$ cat config.mk
export PLATFORM = sky130hd
export DESIGN_NAME = ssr_regs
export DESIGN_NICKNAME = d
export VERILOG_FILES = /design/src/design/ssr_pkg.sv /design/src/design/ssr_regs.sv
export SDC_FILE = /design/constraint.sdc
export NUM_CORES = 1
export LEC_CHECK = 0
export BUFFER_PORTS_ARGS = -buffer_cell sky130_fd_sc_hd__buf_2
export CAP_MARGIN = 20
export CORE_MARGIN = 3
export CORE_UTILIZATION = 58
export CTS_CLUSTER_DIAMETER = 60
export CTS_CLUSTER_SIZE = 8
export DETAILED_ROUTE_END_ITERATION = 12
export GPL_TIMING_DRIVEN = 0
export PLACE_DENSITY = 0.77
export SETUP_SLACK_MARGIN = 0.02
export SYNTH_ARGS = -nofsm -noshare
export SYNTH_HDL_FRONTEND = slang
export SYNTH_SLANG_ARGS = --single-unit
$ cat constraint.sdc
create_clock -name clk_sys -period 2.8 [get_ports clk_sys]
set_input_delay 0.42 -clock clk_sys [delete_from_list [all_inputs] [get_ports clk_sys]]
set_output_delay 0.42 -clock clk_sys [all_outputs]
set_load 0.1 [all_outputs]
$ cat src/design/ssr_pkg.sv
// Package: register map, field positions, resets and rate table
package ssr_pkg;

	// ----------------------------------------
	// Register map
	// ----------------------------------------
	localparam logic [7:0] ADDR_STATUS  = 8'hC4;
	localparam logic [7:0] ADDR_DATA    = 8'hC5;
	localparam logic [7:0] ADDR_CONTROL = 8'hC3;

	// ----------------------------------------
	// Control fields
	// ----------------------------------------
	localparam int CTL_RATE_HI = 7;
	localparam int CTL_ENABLE  = 6;
	localparam int CTL_SELECT_DISABLE_BIT   = 5;
	localparam int CTL_ROLE    = 4;
	localparam int CTL_POL     = 3;
	localparam int CTL_PHASE   = 2;
	localparam int CTL_RATE_MD = 1;
	localparam int CTL_RATE_LO = 0;
	localparam logic [7:0] CTL_RESET = 8'h14;

	// ----------------------------------------
	// Status fields
	// ----------------------------------------
	localparam int STA_DONE = 7;
	localparam int STA_WRITE_COLLISION_FLAG = 6;
	localparam int STA_SERR = 5;
	localparam int STA_MODE_FAULT_FLAG = 4;
	localparam logic [3:0] STA_RSVD = 4'h0;

	// ----------------------------------------
	// Timing
	// ----------------------------------------
	localparam logic [2:0] BIT_LAST = 3'h7;
	localparam logic [6:0] HALF_ONE = 7'h01;

	typedef struct packed {
		logic [7:0] addr;
		logic [7:0] wdata;
		logic       wr;
		logic       rd;
	} ssr_bus_t;

	typedef struct packed {
		logic sck_out;
		logic sck_oe_n;
		logic mosi_out;
		logic mosi_oe_n;
		logic miso_out;
		logic miso_oe_n;
	} ssr_pins_t;

	// Half period in clocks for rate code; 0 for reserved codes
	function automatic logic [6:0] half_period(input logic [2:0] code);
		unique case (code)
			3'h1:    half_period = 7'h02;
			3'h2:    half_period = 7'h04;
			3'h3:    half_period = 7'h08;
			3'h4:    half_period = 7'h10;
			3'h5:    half_period = 7'h20;
			3'h6:    half_period = 7'h40;
			default: half_period = 7'h00;
		endcase
	endfunction

endpackage

$ cat src/design/ssr_regs.sv
// SPI control, status and data registers with shift engine
// ----------------------------------------
// ----------------------------------------
`timescale 1ns/10ps
module ssr_regs
(
	input  wire logic             clk_sys,
	input  wire logic             rst_n,
	input  wire ssr_pkg::ssr_bus_t bus,
	output logic [7:0]            rdata,
	input  wire logic             ss_n_in,
	input  wire logic             sck_in,
	input  wire logic             mosi_in,
	input  wire logic             miso_in,
	output ssr_pkg::ssr_pins_t    pins,
	output logic                  irq_tx,
	output logic                  irq_rx_err
);

	// ----------------------------------------
	// Registers
	// ----------------------------------------
	logic [7:0] ctl_r;
	logic       done_r, write_collision_flag_r, serr_r, mode_fault_flag_r;
	logic       sta_seen_r, mode_fault_flag_seen_r;
	logic [7:0] shift_r;
	logic [7:0] rxbuf_r;
	logic       busy_r;
	logic [2:0] bitcnt_r;
	logic [6:0] div_r;
	logic       sck_r;
	logic       phase_r;
	logic       ss_d_r, sck_d_r;
	logic       out_bit_r;
	logic       tail_r;

	logic en, select_disable_bit, master, pol, phase_bit;
	logic [6:0] half;
	logic ss_active, ss_used, mode_fault_flag_cond, mode_fault_flag_evt;
	logic wr_ctl, wr_dat, rd_sta, rd_dat;
	logic lead_edge, trail_edge, capture, launch, byte_end, serr_evt;
	logic cap_last;
	logic s_lead, s_trail, m_lead, m_trail, tick;

	assign en     = ctl_r[ssr_pkg::CTL_ENABLE];
	assign select_disable_bit  = ctl_r[ssr_pkg::CTL_SELECT_DISABLE_BIT];
	assign master = ctl_r[ssr_pkg::CTL_ROLE];
	assign pol    = ctl_r[ssr_pkg::CTL_POL];
	assign phase_bit   = ctl_r[ssr_pkg::CTL_PHASE];
	assign half   = ssr_pkg::half_period({ctl_r[ssr_pkg::CTL_RATE_HI],
		ctl_r[ssr_pkg::CTL_RATE_MD], ctl_r[ssr_pkg::CTL_RATE_LO]});

	assign wr_ctl = bus.wr && bus.addr == ssr_pkg::ADDR_CONTROL;
	assign wr_dat = bus.wr && bus.addr == ssr_pkg::ADDR_DATA;
	assign rd_sta = bus.rd && bus.addr == ssr_pkg::ADDR_STATUS;
	assign rd_dat = bus.rd && bus.addr == ssr_pkg::ADDR_DATA;

	// select use: slave phase 0 always needs SS
	assign ss_used   = !select_disable_bit || (!master && !phase_bit);
	assign ss_active = ss_used && !ss_n_in;
	// low SS while master is inconsistent
	assign mode_fault_flag_cond = en && master && !select_disable_bit && !ss_n_in;
	assign mode_fault_flag_evt  = mode_fault_flag_cond && !mode_fault_flag_r;

	// ----------------------------------------
	// Control register
	// ----------------------------------------
	always_ff @(posedge clk_sys or negedge rst_n)
	begin
		if (!rst_n)
			ctl_r <= ssr_pkg::CTL_RESET;
		else if (mode_fault_flag_evt)
		begin
			ctl_r[ssr_pkg::CTL_ENABLE] <= 1'b0;
			ctl_r[ssr_pkg::CTL_ROLE]   <= 1'b0;
		end
		else if (wr_ctl)
			ctl_r <= bus.wdata;
	end

	// ----------------------------------------
	// Clock divider and edges
	// ----------------------------------------
	// Reserved rate codes give no ticks, so a master stalls
	assign tick = master && busy_r && half != 7'h00 && div_r == 7'h00;
	always_ff @(posedge clk_sys or negedge rst_n)
	begin
		if (!rst_n)
			div_r <= 7'h00;
		else if (!busy_r || tick)
			div_r <= half - ssr_pkg::HALF_ONE;
		else
			div_r <= div_r - ssr_pkg::HALF_ONE;
	end

	always_ff @(posedge clk_sys or negedge rst_n)
	begin
		if (!rst_n)
		begin
			ss_d_r  <= 1'b1;
			sck_d_r <= 1'b0;
		end
		else
		begin
			ss_d_r  <= ss_n_in;
			sck_d_r <= sck_in;
		end
	end

	assign s_lead  = (sck_in ^ pol) && !(sck_d_r ^ pol);
	assign s_trail = !(sck_in ^ pol) && (sck_d_r ^ pol);
	assign m_lead  = tick && !phase_r;
	assign m_trail = tick && phase_r;
	assign lead_edge  = master ? m_lead : s_lead;
	assign trail_edge = master ? m_trail : s_trail;
	assign capture = phase_bit ? trail_edge : lead_edge;
	assign launch  = phase_bit ? lead_edge : trail_edge;
	assign cap_last = busy_r && capture && bitcnt_r == ssr_pkg::BIT_LAST;
	// Master phase 0 ends on the last trailing edge: full final pulse
	assign byte_end = (master && !phase_bit) ? (busy_r && tail_r && tick)
		: cap_last;

	// ----------------------------------------
	// Shift engine
	// ----------------------------------------
	always_ff @(posedge clk_sys or negedge rst_n)
	begin
		if (!rst_n)
		begin
			busy_r    <= 1'b0;
			bitcnt_r  <= 3'h0;
			shift_r   <= 8'h00;
			phase_r   <= 1'b0;
			sck_r     <= 1'b0;
			out_bit_r <= 1'b0;
			tail_r    <= 1'b0;
		end
		else if (!en)
		begin
			busy_r  <= 1'b0;
			phase_r <= 1'b0;
			sck_r   <= 1'b0;
			tail_r  <= 1'b0;
		end
		else if (!busy_r)
		begin
			phase_r <= 1'b0;
			sck_r   <= 1'b0;
			tail_r  <= 1'b0;
			// data write goes to shift register
			if (wr_dat)
			begin
				shift_r   <= bus.wdata;
				out_bit_r <= bus.wdata[7];
				busy_r    <= master;
			end
			else if (!master && (ss_active || (!ss_used && s_lead)))
				busy_r <= 1'b1;
			bitcnt_r <= 3'h0;
		end
		else
		begin
			if (tick)
			begin
				phase_r <= !phase_r;
				sck_r   <= !sck_r;
			end
			if (launch && !(phase_bit && bitcnt_r == 3'h0 && !phase_r && master))
				out_bit_r <= shift_r[7];
			if (capture)
			begin
				shift_r  <= {shift_r[6:0], master ? miso_in : mosi_in};
				bitcnt_r <= bitcnt_r + 3'h1;
			end
			if (cap_last && master && !phase_bit)
				tail_r <= 1'b1;
			if (byte_end || (!master && ss_used && ss_n_in))
				busy_r <= 1'b0;
		end
	end

	// early select release in slave receive
	assign serr_evt = en && !master && busy_r && ss_used && ss_n_in
		&& !ss_d_r && !byte_end;

	// ----------------------------------------
	// Receive buffer
	// ----------------------------------------
	always_ff @(posedge clk_sys or negedge rst_n)
	begin
		if (!rst_n)
			rxbuf_r <= 8'h00;
		else if (byte_end)
			rxbuf_r <= tail_r ? shift_r
				: {shift_r[6:0], master ? miso_in : mosi_in};
	end

	// ----------------------------------------
	// Status flags
	// ----------------------------------------
	always_ff @(posedge clk_sys or negedge rst_n)
	begin
		if (!rst_n)
			sta_seen_r <= 1'b0;
		else if (rd_sta)
			sta_seen_r <= 1'b1;
		else if (rd_dat || wr_dat)
			sta_seen_r <= 1'b0;
	end

	always_ff @(posedge clk_sys or negedge rst_n)
	begin
		if (!rst_n)
			done_r <= 1'b0;
		else if (byte_end)
			done_r <= 1'b1;
		// cleared by status then data access
		else if (busy_r || (sta_seen_r && (rd_dat || wr_dat)))
			done_r <= 1'b0;
	end

	always_ff @(posedge clk_sys or negedge rst_n)
	begin
		if (!rst_n)
			write_collision_flag_r <= 1'b0;
		else if (wr_dat && busy_r)
			write_collision_flag_r <= 1'b1;
		else if (sta_seen_r && (rd_dat || wr_dat))
			write_collision_flag_r <= 1'b0;
	end

	always_ff @(posedge clk_sys or negedge rst_n)
	begin
		if (!rst_n)
			serr_r <= 1'b0;
		else if (serr_evt)
			serr_r <= 1'b1;
		else if (!en)
			serr_r <= 1'b0;
	end

	always_ff @(posedge clk_sys or negedge rst_n)
	begin
		if (!rst_n)
			mode_fault_flag_seen_r <= 1'b0;
		else if (rd_sta && mode_fault_flag_r)
			mode_fault_flag_seen_r <= 1'b1;
		else if (wr_ctl)
			mode_fault_flag_seen_r <= 1'b0;
	end

	always_ff @(posedge clk_sys or negedge rst_n)
	begin
		if (!rst_n)
			mode_fault_flag_r <= 1'b0;
		else if (mode_fault_flag_cond)
			mode_fault_flag_r <= 1'b1;
		else if (mode_fault_flag_seen_r && wr_ctl)
			mode_fault_flag_r <= 1'b0;
	end

	// ----------------------------------------
	// Read port
	// ----------------------------------------
	always_ff @(posedge clk_sys or negedge rst_n)
	begin
		if (!rst_n)
			rdata <= 8'h00;
		else if (!bus.rd)
			rdata <= 8'h00;
		else
			unique case (bus.addr)
				ssr_pkg::ADDR_STATUS:
					rdata <= {done_r, write_collision_flag_r, serr_r, mode_fault_flag_r,
						ssr_pkg::STA_RSVD};
				ssr_pkg::ADDR_DATA:    rdata <= rxbuf_r;
				ssr_pkg::ADDR_CONTROL: rdata <= ctl_r;
				default:               rdata <= 8'h00;
			endcase
	end

	// ----------------------------------------
	// Pins and requests
	// ----------------------------------------
	always_comb
	begin
		pins.sck_out   = pol ^ sck_r;
		pins.sck_oe_n  = !(en && master);
		pins.mosi_out  = out_bit_r;
		pins.mosi_oe_n = !(en && master);
		pins.miso_out  = out_bit_r;
		pins.miso_oe_n = !(en && !master && (ss_active || !ss_used));
	end

	assign irq_tx     = done_r;
	assign irq_rx_err = mode_fault_flag_r && !select_disable_bit;

	// ----------------------------------------
	// Checks
	// ----------------------------------------
	a_done_set: assert property (@(posedge clk_sys) disable iff (!rst_n)
		byte_end |=> done_r) else $error("done not set");
	a_write_collision_flag_set: assert property (@(posedge clk_sys) disable iff (!rst_n)
		wr_dat && busy_r |=> write_collision_flag_r) else $error("write_collision_flag missing");
	a_serr_hold: assert property (@(posedge clk_sys) disable iff (!rst_n)
		serr_r && $past(en) && en |-> $past(serr_r) || $past(serr_evt))
		else $error("serr changed");
	a_mode_fault_flag_drop: assert property (@(posedge clk_sys) disable iff (!rst_n)
		mode_fault_flag_evt |=> !ctl_r[ssr_pkg::CTL_ENABLE] && !master)
		else $error("fault kept role");
	a_rx_req: assert property (@(posedge clk_sys) disable iff (!rst_n)
		mode_fault_flag_cond && !wr_ctl |=> irq_rx_err) else $error("rx req");
	a_rd_status: assert property (@(posedge clk_sys) disable iff (!rst_n)
		rd_sta |=> rdata[7:4] == {$past(done_r), $past(write_collision_flag_r),
		$past(serr_r), $past(mode_fault_flag_r)}) else $error("status read");
	a_rd_data: assert property (@(posedge clk_sys) disable iff (!rst_n)
		rd_dat |=> rdata == $past(rxbuf_r)) else $error("data read");
	a_sck_idle: assert property (@(posedge clk_sys) disable iff (!rst_n)
		!busy_r |-> pins.sck_out == pol) else $error("sck idle");
	a_disable: assert property (@(posedge clk_sys) disable iff (!rst_n)
		!en |=> !busy_r) else $error("busy when off");

endmodule

Yosys cells after proc, flatten, opt, wreduce, memory -nomap -nowiden:

Index checks and enable logic that the tools add are counted.

* bits in writable memories: 0
* ROM bits: 0
* bits in latches: 0
* bits in registers: 55
* memories: 0

* shifts and indexed selects: 0
* mux-type cells: 48
* bitwise gates (word level): 4
* $mul: 0
* add/subtract/negate cells: 3
* equal/unequal tests: 15
* reductions and logical operators: 81
* magnitude comparators: 0
* div/mod/pow operators: 0

Operators by type and width (number)
* logical AND 1 bit: 44
* one-hot mux 7 bit (6 select lines): 1
* two-way mux 8 bit: 5
* two-way mux 1 bit: 37
* equality test 8 bit (second input constant): 3
* one-hot mux 8 bit (3 select lines): 1
* logical NOT 1 bit: 16
* two-way mux 7 bit: 2
* nonzero test 2 bit: 7
* subtractor 7 x 1 -> 7 bit (second input constant): 2
* equality test 3 bit (second input constant): 4
* logical NOT 7 bit: 1
* logical OR 1 bit: 7
* nonzero test 7 bit: 1
* equality test 3 x 2 -> 1 bit (second input constant): 2
* two-way mux 3 bit: 2
* inequality test 2 x 1 -> 1 bit (second input constant): 3
* inequality test 3 x 2 -> 1 bit (second input constant): 2
* AND reduction 3 bit: 2
* AND reduction 2 bit: 2
* adder 3 x 1 -> 3 bit (second input constant): 1
* equality test 3 x 1 -> 1 bit (second input constant): 1
* logical NOT 3 bit: 1
* bitwise XOR 1 bit: 3
* NOT 1 bit: 1

Longest topological paths before layout:

* depth in word-level cells: 15
* gate-level depth with buffers: 11

Worst setup path before layout:

No wires, ideal clock.

* path kind: reg2reg
* from: reg ctl_r[4]
* to: reg div_r[4]
* period minus slack after synthesis: 2.546 ns
* path slack: 0.254 ns
* library setup time: 0.140 ns
* arrival time: 2.405 ns
* stages on the path, launching flop included: 10
* path buffers: 2
* required time: 2.660 ns
* path through: dfstp_2 > clkbuf_1 > nand3_2 > o21ai_2 > mux2i_1 > ha_1 > clkbuf_1 > mux2_2 > a21oi_1 > a21oi_1

* cells in the longest elaborated chain, start to end: 5

Ends and longest elaborated chain
* start, declared: line ssr_regs.sv:23 `logic [7:0] ctl_r;`
* start signal, assigned: line ssr_regs.sv:71 `ctl_r <= ssr_pkg::CTL_RESET;`
* start signal, assigned: line ssr_regs.sv:78 `ctl_r <= bus.wdata;`
* logical AND 1 bit (3 in a row): line ssr_regs.sv:85 `assign tick = master && busy_r && half != 7'h00 && div_r == 7'h00;`
* logical OR 1 bit: line ssr_regs.sv:90 `else if (!busy_r || tick)`
* two-way mux 7 bit: line ssr_regs.sv:90
* end signal, assigned: line ssr_regs.sv:91 `div_r <= half - ssr_pkg::HALF_ONE;`
* end signal, assigned: line ssr_regs.sv:93 `div_r <= div_r - ssr_pkg::HALF_ONE;`
* end, declared: line ssr_regs.sv:30 `logic [6:0] div_r;`

No other way between the ends.
A chain may end at the register's enable or synchronous reset.

Worst setup path in the final report:

* from: reg div_r[2]
* to: reg div_r[4]

* cells in the longest elaborated chain, start to end: 4
* elaborated cells on any way between the ends: 5
* classes of those cells: add/sub (1); mux (1); reduce/logical (3)

Ends and longest elaborated chain (line)
* parallel branches: the longest is 3 deep, another holds subtractor 7 x 1 -> 7 bit
* two-way mux 7 bit *: ssr_regs.sv:90

Mark *: on every way between the ends.

==> impl_metrics.json <==
{
  "maxCapViolations": 0,
  "syn_nets": 315,
  "yosys.area_share.adder": 0.0165,
  "synth_seq_cells": 55,
  "synth_cells": 287,
  "vdd_drop_max_uv": 311,
  "cp.arrival_ps": 2840,
  "fin_util": 0.702,
  "die_area_mm2": 0.00614,
  "power.total_mw": 1.63,
  "grt_max_degree": 30,
  "path_clk_slew_ps": 110,
  "synth_mux_area_frac": 0.0919,
  "cts_sinks": 55,
  "cts.htree.levels": 2,
  "cts_tree": "yes",
  "drive_gt1_frac": 0.273,
  "io_pins": 40,
  "rows": 25,
  "powerDensity_mw_per_mm2": 475,
  "coreArea_mm2": 0.00488,
  "drc_errors": 0,
  "clock_skew_ps": 13.0,
  "overflow": 0,
  "numCtsBuffers": 5,
  "post-place-ws_ps": -181,
  "start_util": 0.622,
  "ant_nets": 0,
  "portBuffers": 38,
  "cp_max_fo": 7,
  "root_buffer": "clkbuf_8",
  "hold_class": "in2async",
  "setup_viol": 0,
  "syn_avg_cell_area_um2": 10.6,
  "vias_per_cell": 5.96,
  "async_reset_ff_frac": 1.00,
  "dr.pass1.iters": 4,
  "netlist_area_mm2": 0.00304,
  "setup_slack_ps": 159,
  "area_delta_synth_final_pct": 12.9,
  "dp_cells": 393,
  "post-dp-hpwl_um": 5030,
  "gp_congestion": 0.825,
  "num_vias": 2383,
  "grt_pass1_vias": 2319,
  "end_kind": "flip-flop",
  "clock_path_buffers": 2,
  "drt_iter0_markers": 153,
  "instances_no_fill": 400,
  "whs_ps": 108,
  "yosysUniqueCellTypes": 59,
  "hold_viol_final": 0,
  "max_clock_freq_mhz": 379,
  "dieWidth_um": 78.4,
  "nets": 360,
  "synth_top_family_by_area": "compound AO/OA/AOI/OAI gates",
  "wl_per_cell_um": 17.1,
  "antennaDiodeCount": 0,
  "ys.warnings.count": 0,
  "antenna_found_initial": 0,
  "worst-slew-pin-transition_ps": 665,
  "yosys.area_share.simple": 0.178,
  "wl_um": 6850,
  "cp_cell_sequence": "nor4_2, nand3_2, o21ai_4, mux2i_1, ha_1, mux2_2, a21oi_1, a21oi_1",
  "finalCritPeriodShare": 0.943,
  "slew_headroom": 0.557,
  "synth_enable_flop_cells": 0,
  "synth_xor_xnor_area_share": 0.0288,
  "cpPeakStageDelay_ps": 440,
  "critPathKind": "reg2reg",
  "status": "finished, final reports clean",
  "insertion_delay_ps": 320,
  "startpoint_type": "flip-flop",
  "synth_ff_type": "dfrtp_1",
  "p_leak_nw": 1.44,
  "cp.required_ps": 3000,
  "synth-compound-area-share": 0.180,
  "cp_slowest_cell": "dfrtp_1",
  "finalMaxSlewViolations": 0,
  "gr-usage-all-layers": 0.241,
  "crit_top_cell": "a21oi_1",
  "grt_pass1_wl_um": 11600,
  "min_period_ps": 2640,
  "grt_setup_unrepaired": "false",
  "die_h_um": 78.4,
  "seq_area_frac_synth": 0.454
}
## layer usage
| layer | vias to the layer above | wire, um | global-route usage |
|---|---|---|---|
| met5 | - | 0 | 0 |
| met4 | 0 | 38 | 0.0594 |
| met3 | 4 | 355 | 0.0424 |
| met2 | 73 | 3380 | 0.401 |
| met1 | 1177 | 3070 | 0.330 |
| li1 | 1129 | - | - |
## worst max-delay path, delay by kind of cell, from the launching register on
family,cells,cell delay (ps)
simple gates,2,670
mux,2,570
compound gates,3,500
flops,1,440
fa+ha+maj,1,350
## cell usage after synthesis, drive strengths merged, types with 3 or more instances
master | instances | share of area
a21oi | 15 | 0.028
a22o | 5 | 0.014
a22oi | 8 | 0.020
buf | 12 | 0.028
clkbuf | 9 | 0.011
dfrtp | 52 | 0.43
dfstp | 3 | 0.026
ha | 4 | 0.016
inv | 9 | 0.011
mux2 | 10 | 0.046
mux2i | 14 | 0.046
nand2 | 12 | 0.015
nand3 | 6 | 0.012
nor2 | 39 | 0.048
nor2b | 8 | 0.016
nor3 | 4 | 0.0066
nor3b | 5 | 0.012
nor4 | 3 | 0.010
o21ai | 6 | 0.011
o221a | 8 | 0.030
o32ai | 3 | 0.017
or3 | 10 | 0.021
xnor2 | 7 | 0.020
xor2 | 3 | 0.0087
## power by group
part / internal (mW) / leakage, nW / total, mW / switching (mW)
Sequential: 0.844 / 0.669 / 0.892 / 0.0485
Combinational: 0.108 / 0.730 / 0.292 / 0.184
Clock: 0.175 / 0.0402 / 0.444 / 0.269
Total: 1.13 / 1.44 / 1.63 / 0.502
## per-stage QoR
stage | cell area, um2 | setup TNS (ps)
after floorplan | 3040 | 0
after global placement | 3310 | -130
after detailed placement | 3330 | -181
after CTS | 3430 | 0
after global routing | 3430 | 0
final | 3430 | 0
## cell families (layout without fill, tap and decap cells)
kind of cell / after synthesis / in the layout
multiplexers: 24 / 24
flip-flops: 55 / 55
AND/OR/NAND/NOR: 99 / 99
buffers and inverters: 30 / 76
AO/OA/AOI/OAI: 65 / 65
adder cells (fa/ha/maj): 4 / 4
XOR/XNOR: 10 / 10
## what timing repair did
item / CTS / global route
endpoints found under the hold margin: 0 / 0
pin swaps: 1 / 0
endpoints found under the setup margin: 2 / 3
cloned: 0 / 0
gates resized for setup: 1 / 0
buffers inserted: 1 / 0
hold buffers: 0 / 0
## placed cells by master, fill, tap and decap left out, types with 3 or more instances in the layout
cell type and count:
buf_4 6, a21oi_1 14, mux2_2 3, dfrtp_1 52, clkbuf_1 7, o21ai_0 3
xnor2_1 7, inv_1 9, nor3b_1 5, nand2_1 12, mux2i_1 14, nor3_1 4
nor2_1 39, a22oi_1 8, mux2_4 7, nor2b_1 8, clkbuf_8 5, dfstp_2 3
xor2_1 3, or3_1 10, nand3_1 5, o221a_2 8, ha_1 4, a22o_1 5
buf_2 43
## path summary, 6_finish.rpt
kind / start / end / slack (ps) / cells after the start
worst min-delay path: rst_n / rdata[4] / 110 / 1
min in group clk_sys: ss_n_in / ss_d_r / 240 / 1
worst max-delay path: div_r[2] / div_r[4] / 160 / 8
worst min register to register: div_r[0] / div_r[0] / 500 / 1
max in group asynchronous: rst_n / ctl_r[2] / 2040 / 2
worst max register to register: div_r[2] / div_r[4] / 160 / 8
## sequential cells by signal, summed over array words and instances, names as in the netlist, 3 cells and up
signal / flops
ctl_r: 8
div_r: 7
bitcnt_r: 3
rxbuf_r: 8
shift_r: 8
rdata: 8
## cell type report
class,count,area (um2)
fill,395,1450
multi-input combinational,202,1510
timing repair buffer,40,218
inverter,9,33.8
tap,67,83.8
clock inverter,3,20.0
clock buffer,5,68.8
sequential,55,1380
buffer,19,111
No activity file was read; power rests on OpenSTA's default activity.
